## config.mk

```make
export PLATFORM = sky130hd
export DESIGN_NAME = gauge_measure_mode_control
export DESIGN_NICKNAME = d
export VERILOG_FILES = /design/src/logic/gauge_pkg.sv /design/src/logic/gauge_measure_mode_control.sv
export VERILOG_INCLUDE_DIRS = /design/src /design/src/logic
export SDC_FILE = /design/constraint.sdc
export NUM_CORES = 2
export LEC_CHECK = 0
export BUFFER_PORTS_ARGS = -buffer_cell sky130_fd_sc_hd__buf_2
export CORE_AREA = 2 2 298 300
export CTS_CLUSTER_SIZE = 20
export DETAILED_ROUTE_END_ITERATION = 6
export DIE_AREA = 0 0 300 302
export GPL_TIMING_DRIVEN = 0
export MAX_ROUTING_LAYER = met4
export PLACE_DENSITY = 0.77
export SLEW_MARGIN = 40
export SYNTH_ARGS = -nofsm -noshare
export SYNTH_HDL_FRONTEND = slang
export SYNTH_SLANG_ARGS = --single-unit
```

## constraint.sdc

```tcl
create_clock -name clock -period 24.3 [get_ports clock]
set_clock_uncertainty 0.05 [all_clocks]
set_input_delay 4.86 -clock clock [delete_from_list [all_inputs] [get_ports clock]]
set_output_delay 4.86 -clock clock [all_outputs]
set_load 0.02 [all_outputs]
```

## src/logic/gauge_defs.svh

```systemverilog
/*
  Register offsets, reset values and timing counts of the gauge measure and mode control block.
  Assumes a 25 MHz clock and an APB bus with byte addresses in the low eight bits.
*/
`ifndef GAUGE_DEFS_SVH
`define GAUGE_DEFS_SVH
`define OFF_MODE 8'h00
`define OFF_SLEEP 8'h04
`define OFF_TEMP_EN 8'h08
`define OFF_BAL_CFG 8'h0C
`define OFF_CELL_CFG 8'h10
`define OFF_SER_CFG2 8'h14
`define OFF_VENDOR 8'h18
`define OFF_ACCESS 8'h1C
`define OFF_CELL_CAL 8'h20
`define OFF_SOV_THR 8'h24
`define OFF_TEMP_LIM 8'h28
`define OFF_FLT_DLY 8'h2C
`define OFF_STATUS 8'h30
`define OFF_CHARGE 8'h34
`define OFF_LOG_T 8'h38
`define OFF_LOG_V 8'h3C
`define OFF_LOG_I 8'h40
`define OFF_SENSE_OFS 8'h44
`define OFF_BOUND 8'h50
`define OFF_TARGET 8'h70
`define NUM_BOUNDS 5
`define NUM_RANGES 6
`define RST_SLEEP_INTV 8'h14
`define RST_TEMP_EN 2'h3
`define RST_BAL_CFG 1'h0
`define RST_CELL_CFG 1'h1
`define RST_SER_CFG2 1'h1
`define RST_CELL_CAL 24'h800000
`define RST_SOV_THR 16'h1194
`define RST_TEMP_LIM 32'h0D5C0AAB
`define RST_FLT_DLY 16'h0202
`define RST_LOG_MAX 16'h0000
`define RST_LOG_MIN 16'hFFFF
`define VENDOR_CAL_A 16'hF081
`define VENDOR_CAL_B 16'hF082
`define CELL_GAIN_SHIFT 7
`define STATUS_REFUSED_BIT 3
`define SENSE_FULL_MV 100
`define COULOMB_LSB_PVH 650
`define CLK_HZ 25000000
`define PASS_MS 250
`define IDLE_S 5
`define PASS_CYCLES (`PASS_MS * (`CLK_HZ / 1000))
`define IDLE_CYCLES (`IDLE_S * `CLK_HZ)
`endif

```

## src/logic/gauge_pkg.sv

```systemverilog
/*
  Types of the gauge measure and mode control block.
  Assumes the constants of gauge_defs.svh.
*/
package gauge_pkg;
  typedef enum logic [4:0] {
    ST_IDLE = 5'h01,
    ST_MEAS = 5'h02,
    ST_CALC = 5'h04,
    ST_ACAL = 5'h08,
    ST_OFF = 5'h10
  } state_type;
  typedef enum logic [1:0] {
    MODE_NORMAL = 2'h0,
    MODE_SLEEP = 2'h1,
    MODE_SHUT = 2'h2
  } mode_type;
  typedef struct packed {
    logic psel;
    logic penable;
    logic pwrite;
    logic [7:0] paddr;
    logic [31:0] pwdata;
  } apb_req_type;
  typedef struct packed {
    logic [15:0] cell0;
    logic [15:0] cell1;
    logic [15:0] intTemp;
    logic [15:0] extTemp;
    logic signed [15:0] sense;
  } sample_type;
  typedef struct packed {
    logic [15:0] voltage;
    logic [15:0] current;
  } report_type;
endpackage : gauge_pkg

```

## src/logic/gauge_measure_mode_control.sv

```systemverilog
/*
  Measurement scheduling, operating mode, charge counting, calibration, access control,
  lifetime logging and charger reporting of a 1- to 2-series cell battery gauge.
  Assumes synchronous ADC samples, an external SHA-1 responder that reports authOk,
  and the two serial bus line levels already sampled on this clock.
*/
// The address map and the APB interface to the registers were left to the implementer.
// Behaviour
// - Normal mode: one pass every 250 ms.
// - Sleep mode: pass at programmable interval.
// - Shutdown stops all measuring and reporting.
// - Unseal or full access needs authentication.
// - Sense input signed, plus/minus 100 mV.
// - Positive count means charge, negative discharge.
// - Continuous charge accumulator, 0.65 nVh step.
// - Cells sampled per pass, scaled, offset corrected.
// - Charge or discharge from sense sign.
// - Offset calibration after 5 s bus idle.
// - Internal and external temperature enabled separately.
// - Temperature enable: bit0 internal, bit1 external.
// - Vendor codes F081/F082 enter calibration.
// - Charger report only when bit0 set.
// - Targets chosen by active temperature range.
// - Inhibit charge outside allowed temperature.
// - Separate charge and discharge alarms.
// - Lifetime extremes of temperature, current, voltage.
// - Cell config bit0 selects two series.
// - Balancing config bit0 clear disables balancing.
// - Safety overvoltage past delay shuts down.
// - Each fault has its own delay.
// - Both bus lines low: calibrate, sleep.
// - Device sends charger targets itself.
`timescale 1ns/1ps
`include "gauge_defs.svh"
module gauge_measure_mode_control #(
  parameter logic [31:0] PASS_CYCLES = `PASS_CYCLES,
  parameter logic [31:0] IDLE_CYCLES = `IDLE_CYCLES
) (
  // Clock and reset.
  input wire logic clock,
  input wire logic srst,
  // APB slave.
  input wire gauge_pkg::apb_req_type apbReq,
  output logic [31:0] prdata,
  output logic pready,
  output logic pslverr,
  // Measurement front end and authentication result.
  input wire gauge_pkg::sample_type samples,
  input wire logic authOk,
  // Serial bus line levels.
  input wire logic busClkIn,
  input wire logic busDataIn,
  // Mode and measurement status.
  output gauge_pkg::mode_type opMode,
  output logic passStrobe,
  output logic chargingFlag,
  output logic dischargingFlag,
  // Configuration to the analog side.
  output logic internalTempEnable,
  output logic externalThermistorEnable,
  output logic balanceEnable,
  output logic seriesCellCountSelect,
  // Protection and charger reporting.
  output logic chargeInhibit,
  output logic chargeAlarm,
  output logic dischargeAlarm,
  output logic safetyOvervoltageFault,
  output gauge_pkg::report_type report,
  output logic reportValid
);
  import gauge_pkg::*;

  function automatic logic [15:0] max16(input logic [15:0] a, input logic [15:0] b);
    max16 = (a > b) ? a : b;
  endfunction : max16

  function automatic logic [15:0] min16(input logic [15:0] a, input logic [15:0] b);
    min16 = (a < b) ? a : b;
  endfunction : min16

  state_type state_reg, state_next;
  mode_type mode_reg, mode_next;
  logic ready_reg, slverr_reg;
  logic [31:0] rdata_reg, rdata_next;
  logic [7:0] sleepIntv_reg, sleepCnt_reg;
  logic [1:0] tempEn_reg;
  logic balCfg_reg, cellCfg_reg, serCfg2_reg, calMode_reg, refused_reg;
  logic [1:0] access_reg;
  logic [23:0] cellCal_reg;
  logic [15:0] sovThr_reg, fltDly_reg;
  logic [31:0] tempLim_reg;
  logic signed [15:0] senseOfs_reg;
  logic [15:0] bound_reg [`NUM_BOUNDS];
  logic [31:0] target_reg [`NUM_RANGES];
  logic [31:0] tick_reg, idleCnt_reg;
  logic signed [31:0] accum_reg;
  sample_type sample_reg;
  logic [1:0] lines_reg;
  logic lowPrev_reg, acalReq_reg, lowPend_reg;
  logic [7:0] fltCnt_reg [2];
  logic [1:0] fault_reg;
  logic [15:0] maxT_reg, minT_reg, maxV_reg, minV_reg, maxI_reg;
  logic pass_reg, chg_reg, dsg_reg, alarmC_reg, alarmD_reg, rptValid_reg;
  report_type report_reg;

  // Bus decode.
  wire logic apbSetup = apbReq.psel & apbReq.penable & ~ready_reg;
  wire logic apbDone = apbReq.psel & apbReq.penable & ready_reg;
  wire logic [7:0] addr = apbReq.paddr;
  wire logic [31:0] wd = apbReq.pwdata;
  wire logic inBound = (addr >= `OFF_BOUND) && (addr < 8'(`OFF_BOUND + 4 * `NUM_BOUNDS));
  wire logic inTarget = (addr >= `OFF_TARGET) && (addr < 8'(`OFF_TARGET + 4 * `NUM_RANGES));
  wire logic tblHit = (inBound | inTarget) & (addr[1:0] == 2'h0);
  wire logic [2:0] tblIdx = inBound ? 3'((addr - `OFF_BOUND) >> 2) : 3'((addr - `OFF_TARGET) >> 2);
  wire logic regHit = (addr <= `OFF_SENSE_OFS) && (addr[1:0] == 2'h0);
  wire logic mapped = regHit | tblHit;
  wire logic wrEn = apbDone & apbReq.pwrite & mapped;
  wire logic wrMode = wrEn & (addr == `OFF_MODE);
  wire logic wrAccess = wrEn & (addr == `OFF_ACCESS);
  wire logic wrVendor = wrEn & (addr == `OFF_VENDOR);
  wire logic wrStatus = wrEn & (addr == `OFF_STATUS);
  wire logic levelUp = wd[1:0] > access_reg;
  wire logic calCode = (wd[15:0] == `VENDOR_CAL_A) | (wd[15:0] == `VENDOR_CAL_B);

  // Sense path, offset removed, sign carried into the charge count.
  // signed differential sense.
  wire logic signed [16:0] senseCal = 17'(samples.sense) - 17'(senseOfs_reg);
  wire logic signed [16:0] sensePass = 17'(sample_reg.sense) - 17'(senseOfs_reg);
  wire logic [15:0] curMag = sensePass[16] ? 16'(-sensePass) : 16'(sensePass);

  // Cell readings, scaled then offset corrected.
  wire logic [31:0] prod0 = 32'(sample_reg.cell0) * 32'(cellCal_reg[23:16]);
  wire logic [31:0] prod1 = 32'(sample_reg.cell1) * 32'(cellCal_reg[23:16]);
  wire logic [15:0] cellV0 = 16'(prod0 >> `CELL_GAIN_SHIFT) - cellCal_reg[15:0];
  wire logic [15:0] cellV1 = 16'(prod1 >> `CELL_GAIN_SHIFT) - cellCal_reg[15:0];
  wire logic [15:0] cellMax = cellCfg_reg ? max16(cellV0, cellV1) : cellV0;
  wire logic [15:0] cellMin = cellCfg_reg ? min16(cellV0, cellV1) : cellV0;

  // Pack temperature: the thermistor when enabled, else the on-die sensor.
  wire logic tempValid = |tempEn_reg;
  wire logic [15:0] tempNow = tempEn_reg[1] ? sample_reg.extTemp : sample_reg.intTemp;
  wire logic tempOut = tempValid & ((tempNow < tempLim_reg[15:0]) | (tempNow > tempLim_reg[31:16]));
  logic [2:0] rangeIdx;

  always_comb begin
    rangeIdx = 3'h0;
    for (int i = 0; i < `NUM_BOUNDS; i++) begin
      if (tempNow > bound_reg[i]) begin
        rangeIdx = 3'(i + 1);
      end
    end
  end

  // Scheduling: a fixed pass tick, divided further in sleep mode.
  wire logic tick = (tick_reg == PASS_CYCLES - 32'h1);
  wire logic sleepDue = (sleepCnt_reg + 8'h1 >= sleepIntv_reg);
  wire logic startPass = tick & ((mode_reg == MODE_NORMAL) | ((mode_reg == MODE_SLEEP) & sleepDue));
  wire logic lineChange = ({busClkIn, busDataIn} != lines_reg);
  wire logic bothLow = ~busClkIn & ~busDataIn;
  wire logic idleHit = ~lineChange & (idleCnt_reg == IDLE_CYCLES - 32'h1);
  wire logic [1:0] fltCond = {tempOut, cellMax > sovThr_reg};
  wire logic [7:0] fltDly [2] = '{fltDly_reg[7:0], fltDly_reg[15:8]};

  always_comb begin
    state_next = state_reg;
    case (state_reg)
      ST_OFF: begin
        if (mode_reg != MODE_SHUT) begin
          state_next = ST_IDLE;
        end
      end
      ST_IDLE: begin
        if (mode_reg == MODE_SHUT) begin
          state_next = ST_OFF;
        end else if (startPass) begin
          state_next = ST_MEAS;
        end else if (acalReq_reg) begin
          state_next = ST_ACAL;
        end
      end
      ST_MEAS: state_next = ST_CALC;
      default: state_next = ST_IDLE;
    endcase
  end

  always_comb begin
    mode_next = mode_reg;
    if (wrMode && wd[1:0] <= 2'(MODE_SHUT)) begin
      mode_next = mode_type'(wd[1:0]);
    end
    if (state_reg == ST_ACAL && lowPend_reg) begin
      mode_next = MODE_SLEEP;
    end
    if (fault_reg[0]) begin
      mode_next = MODE_SHUT;
    end
  end

  always_comb begin
    rdata_next = 32'h0;
    case (addr)
      `OFF_MODE: rdata_next = 32'(mode_reg);
      `OFF_SLEEP: rdata_next = 32'(sleepIntv_reg);
      `OFF_TEMP_EN: rdata_next = 32'(tempEn_reg);
      `OFF_BAL_CFG: rdata_next = 32'(balCfg_reg);
      `OFF_CELL_CFG: rdata_next = 32'(cellCfg_reg);
      `OFF_SER_CFG2: rdata_next = 32'(serCfg2_reg);
      `OFF_ACCESS: rdata_next = 32'(access_reg);
      `OFF_CELL_CAL: rdata_next = 32'(cellCal_reg);
      `OFF_SOV_THR: rdata_next = 32'(sovThr_reg);
      `OFF_TEMP_LIM: rdata_next = tempLim_reg;
      `OFF_FLT_DLY: rdata_next = 32'(fltDly_reg);
      `OFF_STATUS: rdata_next = {16'h0, 2'h0, state_reg, access_reg, chargeInhibit, fault_reg,
        refused_reg, calMode_reg, dsg_reg, chg_reg};
      `OFF_CHARGE: rdata_next = accum_reg;
      `OFF_LOG_T: rdata_next = {maxT_reg, minT_reg};
      `OFF_LOG_V: rdata_next = {maxV_reg, minV_reg};
      `OFF_LOG_I: rdata_next = 32'(maxI_reg);
      `OFF_SENSE_OFS: rdata_next = {16'h0, senseOfs_reg};
      default: begin
        if (tblHit && inBound) begin
          rdata_next = 32'(bound_reg[tblIdx]);
        end else if (tblHit) begin
          rdata_next = target_reg[tblIdx];
        end
      end
    endcase
  end

  always_ff @(posedge clock) begin
    if (srst) begin
      ready_reg <= 1'b0;
      slverr_reg <= 1'b0;
      rdata_reg <= 32'h0;
    end else begin
      ready_reg <= apbSetup;
      slverr_reg <= apbSetup & ~mapped;
      rdata_reg <= apbSetup ? rdata_next : 32'h0;
    end
  end

  // Software configuration; calibration words only in calibration mode.
  always_ff @(posedge clock) begin
    if (srst) begin
      sleepIntv_reg <= `RST_SLEEP_INTV;
      tempEn_reg <= `RST_TEMP_EN;
      balCfg_reg <= `RST_BAL_CFG;
      cellCfg_reg <= `RST_CELL_CFG;
      serCfg2_reg <= `RST_SER_CFG2;
      sovThr_reg <= `RST_SOV_THR;
      tempLim_reg <= `RST_TEMP_LIM;
      fltDly_reg <= `RST_FLT_DLY;
      cellCal_reg <= `RST_CELL_CAL;
    end else if (wrEn) begin
      case (addr)
        `OFF_SLEEP: sleepIntv_reg <= wd[7:0];
        `OFF_TEMP_EN: tempEn_reg <= wd[1:0];
        `OFF_BAL_CFG: balCfg_reg <= wd[0];
        `OFF_CELL_CFG: cellCfg_reg <= wd[0];
        `OFF_SER_CFG2: serCfg2_reg <= wd[0];
        `OFF_SOV_THR: sovThr_reg <= wd[15:0];
        `OFF_TEMP_LIM: tempLim_reg <= wd;
        `OFF_FLT_DLY: fltDly_reg <= wd[15:0];
        `OFF_CELL_CAL: cellCal_reg <= calMode_reg ? wd[23:0] : cellCal_reg;
        default: sleepIntv_reg <= sleepIntv_reg;
      endcase
    end
  end

  generate
    for (genvar g = 0; g < `NUM_RANGES; g++) begin : gTarget
      always_ff @(posedge clock) begin
        if (srst) begin
          target_reg[g] <= 32'h0;
        end else if (wrEn && inTarget && tblIdx == 3'(g)) begin
          target_reg[g] <= wd;
        end
      end
    end
    for (genvar g = 0; g < `NUM_BOUNDS; g++) begin : gBound
      always_ff @(posedge clock) begin
        if (srst) begin
          bound_reg[g] <= 16'h0;
        end else if (wrEn && inBound && tblIdx == 3'(g)) begin
          bound_reg[g] <= wd[15:0];
        end
      end
    end
    for (genvar g = 0; g < 2; g++) begin : gFault
      always_ff @(posedge clock) begin
        if (srst) begin
          fltCnt_reg[g] <= 8'h0;
          fault_reg[g] <= 1'b0;
        end else if (state_reg == ST_CALC) begin
          fltCnt_reg[g] <= ~fltCond[g] ? 8'h0 : (&fltCnt_reg[g] ? fltCnt_reg[g] : fltCnt_reg[g] + 8'h1);
          fault_reg[g] <= (fltCond[g] & (fltCnt_reg[g] >= fltDly[g])) | ((g == 0) & fault_reg[g]);
        end
      end
    end
  endgenerate

  // Access, calibration entry and the refusal flag.
  always_ff @(posedge clock) begin
    if (srst) begin
      access_reg <= 2'h0;
      calMode_reg <= 1'b0;
      refused_reg <= 1'b0;
    end else begin
      if (wrAccess && (!levelUp || authOk)) begin
        access_reg <= wd[1:0];
      end
      if (wrVendor) begin
        calMode_reg <= calCode;
      end
      if (wrAccess && levelUp && !authOk) begin
        refused_reg <= 1'b1;
      end else if (wrStatus && wd[`STATUS_REFUSED_BIT]) begin
        refused_reg <= 1'b0;
      end
    end
  end

  always_ff @(posedge clock) begin
    if (srst) begin
      state_reg <= ST_IDLE;
      mode_reg <= MODE_NORMAL;
      tick_reg <= 32'h0;
      sleepCnt_reg <= 8'h0;
      idleCnt_reg <= 32'h0;
      lines_reg <= 2'h3;
      lowPrev_reg <= 1'b0;
      acalReq_reg <= 1'b0;
      lowPend_reg <= 1'b0;
      senseOfs_reg <= 16'h0;
      accum_reg <= 32'h0;
    end else begin
      state_reg <= state_next;
      mode_reg <= mode_next;
      tick_reg <= tick ? 32'h0 : tick_reg + 32'h1;
      if (tick) begin
        sleepCnt_reg <= (startPass || mode_reg != MODE_SLEEP) ? 8'h0 : sleepCnt_reg + 8'h1;
      end
      lines_reg <= {busClkIn, busDataIn};
      lowPrev_reg <= bothLow;
      idleCnt_reg <= (lineChange || idleHit) ? 32'h0 : idleCnt_reg + 32'h1;
      if (idleHit || (bothLow && !lowPrev_reg)) begin
        acalReq_reg <= 1'b1;
      end else if (state_reg == ST_ACAL) begin
        acalReq_reg <= 1'b0;
      end
      if (bothLow && !lowPrev_reg) begin
        lowPend_reg <= 1'b1;
      end else if (state_reg == ST_ACAL) begin
        lowPend_reg <= 1'b0;
      end
      if (state_reg == ST_ACAL) begin
        senseOfs_reg <= samples.sense;
      end
      if (state_reg != ST_OFF) begin
        accum_reg <= accum_reg + 32'(senseCal);
      end
    end
  end

  // Per-pass sampling, logging and reporting.
  always_ff @(posedge clock) begin
    if (srst) begin
      sample_reg <= '0;
      pass_reg <= 1'b0;
      chg_reg <= 1'b0;
      dsg_reg <= 1'b0;
      maxT_reg <= `RST_LOG_MAX;
      minT_reg <= `RST_LOG_MIN;
      maxV_reg <= `RST_LOG_MAX;
      minV_reg <= `RST_LOG_MIN;
      maxI_reg <= `RST_LOG_MAX;
      alarmC_reg <= 1'b0;
      alarmD_reg <= 1'b0;
      report_reg <= '0;
      rptValid_reg <= 1'b0;
    end else begin
      pass_reg <= (state_reg == ST_MEAS);
      rptValid_reg <= 1'b0;
      if (state_reg == ST_MEAS) begin
        sample_reg <= samples;
      end
      if (state_reg == ST_CALC) begin
        chg_reg <= (sensePass > 0);
        dsg_reg <= (sensePass < 0);
        maxV_reg <= max16(maxV_reg, cellMax);
        minV_reg <= min16(minV_reg, cellMin);
        maxI_reg <= max16(maxI_reg, curMag);
        if (tempValid) begin
          maxT_reg <= max16(maxT_reg, tempNow);
          minT_reg <= min16(minT_reg, tempNow);
        end
        alarmC_reg <= fault_reg[1] | fault_reg[0];
        alarmD_reg <= fault_reg[0];
        rptValid_reg <= serCfg2_reg;
        report_reg.voltage <= target_reg[rangeIdx][15:0];
        report_reg.current <= fault_reg[1] ? 16'h0 : target_reg[rangeIdx][31:16];
      end
    end
  end

  assign prdata = rdata_reg;
  assign pready = ready_reg;
  assign pslverr = slverr_reg;
  assign opMode = mode_reg;
  assign passStrobe = pass_reg;
  assign chargingFlag = chg_reg;
  assign dischargingFlag = dsg_reg;
  // each sensor has its own enable.
  assign internalTempEnable = tempEn_reg[0];
  assign externalThermistorEnable = tempEn_reg[1];
  assign balanceEnable = balCfg_reg;
  assign seriesCellCountSelect = cellCfg_reg;
  assign chargeInhibit = fault_reg[1];
  assign chargeAlarm = alarmC_reg;
  assign dischargeAlarm = alarmD_reg;
  assign safetyOvervoltageFault = fault_reg[0];
  // the block drives the charger report.
  assign report = report_reg;
  assign reportValid = rptValid_reg;
endmodule : gauge_measure_mode_control

```

After elaboration in Yosys (flattened, before gate mapping)
Memory sizes are Yosys's and may differ from the RTL's. Index checks and enable logic that the tools add are counted.

Flip-flop bits (word level): 471. RAM bits: 288. Bits of input ports: 128. Memories kept: 3.

Add/sub/neg operators: 13. Multipliers: 2. Order comparisons: 27. Equality and inequality tests: 39. Mux-type cells: 85. Bitwise operators: 50. Reductions and logical operators: 63.

Memories: target_reg (words 6, bits a word 32, read ports 2, clocked after Yosys merged registers in 0, wr ports 6, RTL line gauge_measure_mode_control.sv:94) `` logic [31:0] target_reg [`NUM_RANGES]; ``; bound_reg (words 5, bits a word 16, read ports 6, clocked after Yosys merged registers in 0, wr ports 5, RTL line gauge_measure_mode_control.sv:93) `` logic [15:0] bound_reg [`NUM_BOUNDS]; ``; fltCnt_reg (words 2, bits a word 8, read ports 2, clocked after Yosys merged registers in 0, wr ports 2, RTL line gauge_measure_mode_control.sv:100) `logic [7:0] fltCnt_reg [2];`.

Operators by type and width (number): 32-bit case mux with 17 select lines (1); 32-bit two-way mux (8); 16-bit two-way mux (12); 16-bit > comparator (11); 32-bit by 1-bit adder with 32-bit output, second input constant (2); 8-bit by 6-bit equality test with 1-bit output, second input constant (8); 16-bit less-than comparator (4); 8-bit two-way mux (7); 16-bit by 8-bit multiplier with 23-bit output (2); 1-bit two-way mux (44); 16-bit by 16-bit subtractor with 17-bit output (2); 32-bit by 17-bit adder with 32-bit output (1); 16-bit equality test, second input constant (2); 32-bit by 23-bit equality test with 1-bit output, second input constant (1); 32-bit by 27-bit equality test with 1-bit output, second input constant (1); 8-bit by 5-bit equality test with 1-bit output, second input constant (4); 16-bit subtractor (2); 8-bit by 1-bit adder with 8-bit output, second input constant (3); 8-bit greater-or-equal comparator (3); 1-bit logical AND (24); 2-bit AND reduction (12); 5-bit two-way mux (4); 1-bit OR (20); 1-bit bitwise AND (18); other kinds (42) (83).

Logic depth before layout (Yosys ltp)
Depth after elaboration: 12. Depth in mapped cells: 57.

Least setup slack after synthesis
Ideal clock, no wire load.

Path kind: reg-to-reg. Start point: register cellCal_reg[22]. End point: register maxV_reg[14]. Setup time: 80 ps. Arrival: 10489 ps. Slack: 13682 ps. Cell stages (with the launch flop): 51. Buffers on the path: 4. Period minus slack after synthesis: 10618 ps. Cell sequence: dfxtp_1 > clkbuf_1 > and2_1 > fa_1 > fa_1 > fa_1 > inv_1 > fa_1 > inv_1 > ha_1 > or3_1 > a2111oi_0 > nor2_1 > o21ai_0 > nand2b_1 > xor2_1 > ha_1 > buf_2 > (+15 left out) > a21oi_4 > buf_2 > a21oi_1 > ha_1 > a21o_1 > a21oi_1 > nor2b_1 > o21ai_0 > nand2b_1 > a21oi_1 > nor2b_1 > o21ai_0 > nand2_1 > a2111oi_0 > o311a_4 > buf_6 > nor3_2 > a211oi_2.

Cells in the longest elaborated chain, start to end: 8. Elaborated cells on any way between the ends: 10.

RTL lines: from (decl) (RTL line gauge_measure_mode_control.sv:89) `logic [23:0] cellCal_reg;`; from (signal assigned) (RTL line gauge_measure_mode_control.sv:253) `` cellCal_reg <= `RST_CELL_CAL; ``; from (signal assigned) (RTL line gauge_measure_mode_control.sv:264) `` `OFF_CELL_CAL: cellCal_reg <= calMode_reg ? wd[23:0] : cellCal_reg; ``; 16-bit by 8-bit multiplier with 23-bit output (on tied branches) (RTL line gauge_measure_mode_control.sv:132, gauge_measure_mode_control.sv:133); 16-bit subtractor (on tied branches) (RTL line gauge_measure_mode_control.sv:134, gauge_measure_mode_control.sv:135); 16-bit > comparator (RTL line gauge_measure_mode_control.sv:74) `max16 = (a > b) ? a : b;`; 16-bit two-way mux (RTL line gauge_measure_mode_control.sv:74); 16-bit two-way mux (*) (RTL line gauge_measure_mode_control.sv:136) `wire logic [15:0] cellMax = cellCfg_reg ? max16(cellV0, cellV1) : cellV0;`; 16-bit > comparator (RTL line gauge_measure_mode_control.sv:74); 1-bit NOT (no source line); 2-bit AND reduction (no source line); to (signal assigned) (RTL line gauge_measure_mode_control.sv:374) `` maxV_reg <= `RST_LOG_MAX; ``; to (signal assigned) (RTL line gauge_measure_mode_control.sv:390) `maxV_reg <= max16(maxV_reg, cellMax);`; to (decl) (RTL line gauge_measure_mode_control.sv:102) `logic [15:0] maxT_reg, minT_reg, maxV_reg, minV_reg, maxI_reg;`.

Every way passes the cells marked *; elsewhere a longest branch is shown, timed or not. A chain may end at the register's enable or synchronous reset.

Final worst setup path
Start point: register cellCal_reg[19]. End point: register maxV_reg[5].

Same word-level chain as after synthesis.

==> results by group <==
Critical path
  – Register-to-Register Path Depth: 50
  – Top delay family on crit path: compound AO/OA/AOI/OAI gates
  – Startpoint types: flop
  – CP Buf/Inv Count: 8
  – Crit end category: flop
  – Critical path's slowest cell: a2111oi_2
  – Crit Path Max Fanout: 10
  – Worst path arrival time: roughly 14 ns
  – Crit-path max cell delay: between 0.6 and 0.7 ns
  – Crit path depth: 50
  – CP Class: reg2reg
  – Worst path required time: between 20 and 25 ns
  – Crit path top cell by count: inv_1

Synth
  – Seq/Total Area, Yosys: about a third
  – Adder-Cell Fraction of Synth Area: between 15 and 20%
  – Post-synth top area share: between 15 and 20%
  – Cell count after synthesis: approximately 5600
  – Mux contribution to synthesized area: 6.054%
  – Synth Area in Compound Gates: between 10% and 20%
  – Ys flop type: dfxtp_1
  – Synth area leaders: dfxtp_1, edfxtp_1, ha_1, fa_1, and2_1
  – Syn Area/Cell: 9.239 sq um
  – Post-synth EDFFs: 288
  – Synth Net Count: 6351
  – Cell taking the most area after synthesis: dfxtp_1
  – Simple-gate share of the synthesized area: between 10% and 20%
  – Most frequent cell after synthesis: nand2_1
  – Post-synth ARST share: 0%
  – Commonest cells post-synth: nand2_1, inv_1, and2_1
  – Xor and xnor area share after synthesis: about 3.2%
  – Synth Cell Area: ~0.052 sq mm
  – Synthesized flop and latch total: 759
  – Cell variety after synth: approximately 110
  – Largest family of logic cells by synthesized area: simple AND/OR/NAND/NOR gates
  – Synth warn: 0

GRT
  – Largest net degree at the start of global routing: 20
  – Initial antenna violation count: 14
  – Global route overflow: 0
  – GRT Util Overall: between 40 and 50%
  – Number of global-route vias before repair: between 40000 and 50000
  – First-pass GRT wire length: approximately 270000 microns

CTS
  – CTS root buf: clkbuf_16
  – H-Tree Depth: 3
  – Post-CTS Resized: 0
  – Clock sinks: around 760
  – CTS Hold Bufs: 0
  – CTS tree: done
  – Worst-path clk slew: 0.06 ns
  – CTS Buffer Depth: 3
  – Post-CTS setup buffers: 0
  – CTS Buf Count: 83
  – Clk_lat worst skew: between 0.6 and 0.7 ns

Power and ir drop
  – Pwr/cell area: 57.26 mW/mm^2
  – Pleak: 24.57 nW
  – VDD IR max: 0.06184 mV

Final layout
  – Layout cells sized above 1: about 9.9%
  – Max reg flops: between 150 and 200
  – Nets@finish: 6657
  – Layout area overhead: 11.06%

Floorplan
  – Chip width: ~300 microns
  – Die area: approximately 0.09 sq mm
  – Initial Utilization: 59.34%
  – CORE AREA: approximately 0.088 sq mm
  – I/O pins: about 210
  – Die Ht: around 300 microns
  – Rows: around 110

Timing
  – Setup violators final: 0
  – Tcrit/Tclk final: 53.30%
  – RSZ-0062 raised after global routing: no
  – Setup ws final: 11.35 ns
  – Final Hold Vio Count: 0
  – Rel. slew slack: between 30% and 40%
  – Worst-Margin Slew: 0.8960 ns
  – Final Max Tran Viols: 0
  – Final min period: roughly 13 ns
  – Final setup TNS: 0 ns
  – Final hold slack: around 0.40 ns
  – Max Clk Rate: between 70 and 80 MHz

Drt
  – Met2 Wirelength: between 70000 and 80000 microns
  – Top Layer Used: met4
  – Vias per cell: around 6.3
  – DR pass1 iterations: 7
  – Wirelength per Cell: ~26 microns
  – Met1 WL: 71190 microns
  – Initial drt markers: ~5500
  – DRC: 21
  – Via count: approximately 45000
  – ANT nets after route: 0
  – Routed wire length: roughly 190000 microns
  – Met3 wire length: ~21000 microns

Placed design
  – Final Wtd Congestion: just over 1
  – DP Wirelength: between 100000 and 150000 microns
  – DP Worst Slack: between 10 and 15 ns
  – PortBufs: 201

Worst hold path
  – Tightest Hold Check Type: reg2reg
  – Hold Path Stages: 2

Status
  – Failing checks: design-rule violations
  – Outcome: finished with violations

Job
  – Max-cap violation count: 0
[power breakdown]
part / switching (mW) / leakage (nW) / total, mW / internal [mW]
clock: 0.565 / 1.36 / 1.30 / 0.734
combinational: 0.356 / 16.4 / 0.596 / 0.240
sequential: 0.0505 / 6.81 / 1.41 / 1.36
total: 0.972 / 24.6 / 3.30 / 2.33
[area by class of cell]
cell class,instances,area (sq um)
inverters,550,2064
diodes,12,30.03
multi-input cells,4033,30920
plain buffers,282,1151
clock inverters,33,372.9
flip-flops and latches,759,18080
fillers,7160,29850
well taps,1165,1458
clock buffers,121,2391
repair buffers,221,1239
[path summary, 6_finish.rpt]
path	start	to	slack, ns
worst min register to register	sample_reg[45]	sample_reg[45]	0.40
worst min-delay path	sample_reg[45]	sample_reg[45]	0.40
worst max register to register	cellCal_reg[19]	maxV_reg[5]	11.35
worst max-delay path	cellCal_reg[19]	maxV_reg[5]	11.35
[layout by cell type (no fill, tap or decap), types with 48 or more instances in the layout]
cell type  synthesis  routed
xnor2_1          119     119
clkbuf_1         250     241
xor2_1            65      65
a22oi_1           56      56
nand4_1           63      63
dfxtp_1          471     470
nor2_1           287     284
o21a_1            85      85
nor3_1            75      65
o211ai_1          55      55
mux2i_1          136     135
and2_1           484     484
o21ai_0          143     136
edfxtp_1         288     288
nor2b_1           52      52
buf_2              4     213
a21oi_1          398     398
nand3_1           67      67
ha_1             401     401
mux2_2            58      58
fa_1             198     198
a21o_1            71      71
nand2_1          648     648
clkbuf_16          0      84
mux4_2            48      48
inv_1            548     547
[logic make-up after synthesis]
family          count (synthesis)
flops                         759
xor+xnor                      186
compound gates               1130
mux                           245
fa+ha+maj                     600
simple gates                 1872
buf+inv                       832
[worst reg2reg max path: cells and delay by family, from the launching register on]
kind,cells,cell delay [ns]
simple gates,13,2.52
compound gates,19,4.83
flops,1,0.63
buf+inv,8,1.33
xor+xnor,2,0.41
fa+ha+maj,8,3.13
[metal layers]
| layer | track usage, % | vias up |
|---|---|---|
| met5 | - | - |
| met1 | 51.75 | 21700 |
| met3 | 9.380 | 610 |
| met4 | 25.46 | 0 |
| met2 | 61.44 | 2619 |
| li1 | - | 20200 |
[per-stage QoR]
stage          area [sq um]  utilization [%]  power (mW)  std cells
6_report              57710            65.91       3.304       7176
3_5_place_dp          54870            62.67       2.014       7009
5_1_grt               57700            65.90       3.409       7174
2_1_floorplan         51960                -       1.835       5624
4_1_cts               57630            65.82       3.289       7163
3_3_place_gp          54420            62.16       1.998       6990
(Power assumes the default switching activity.)
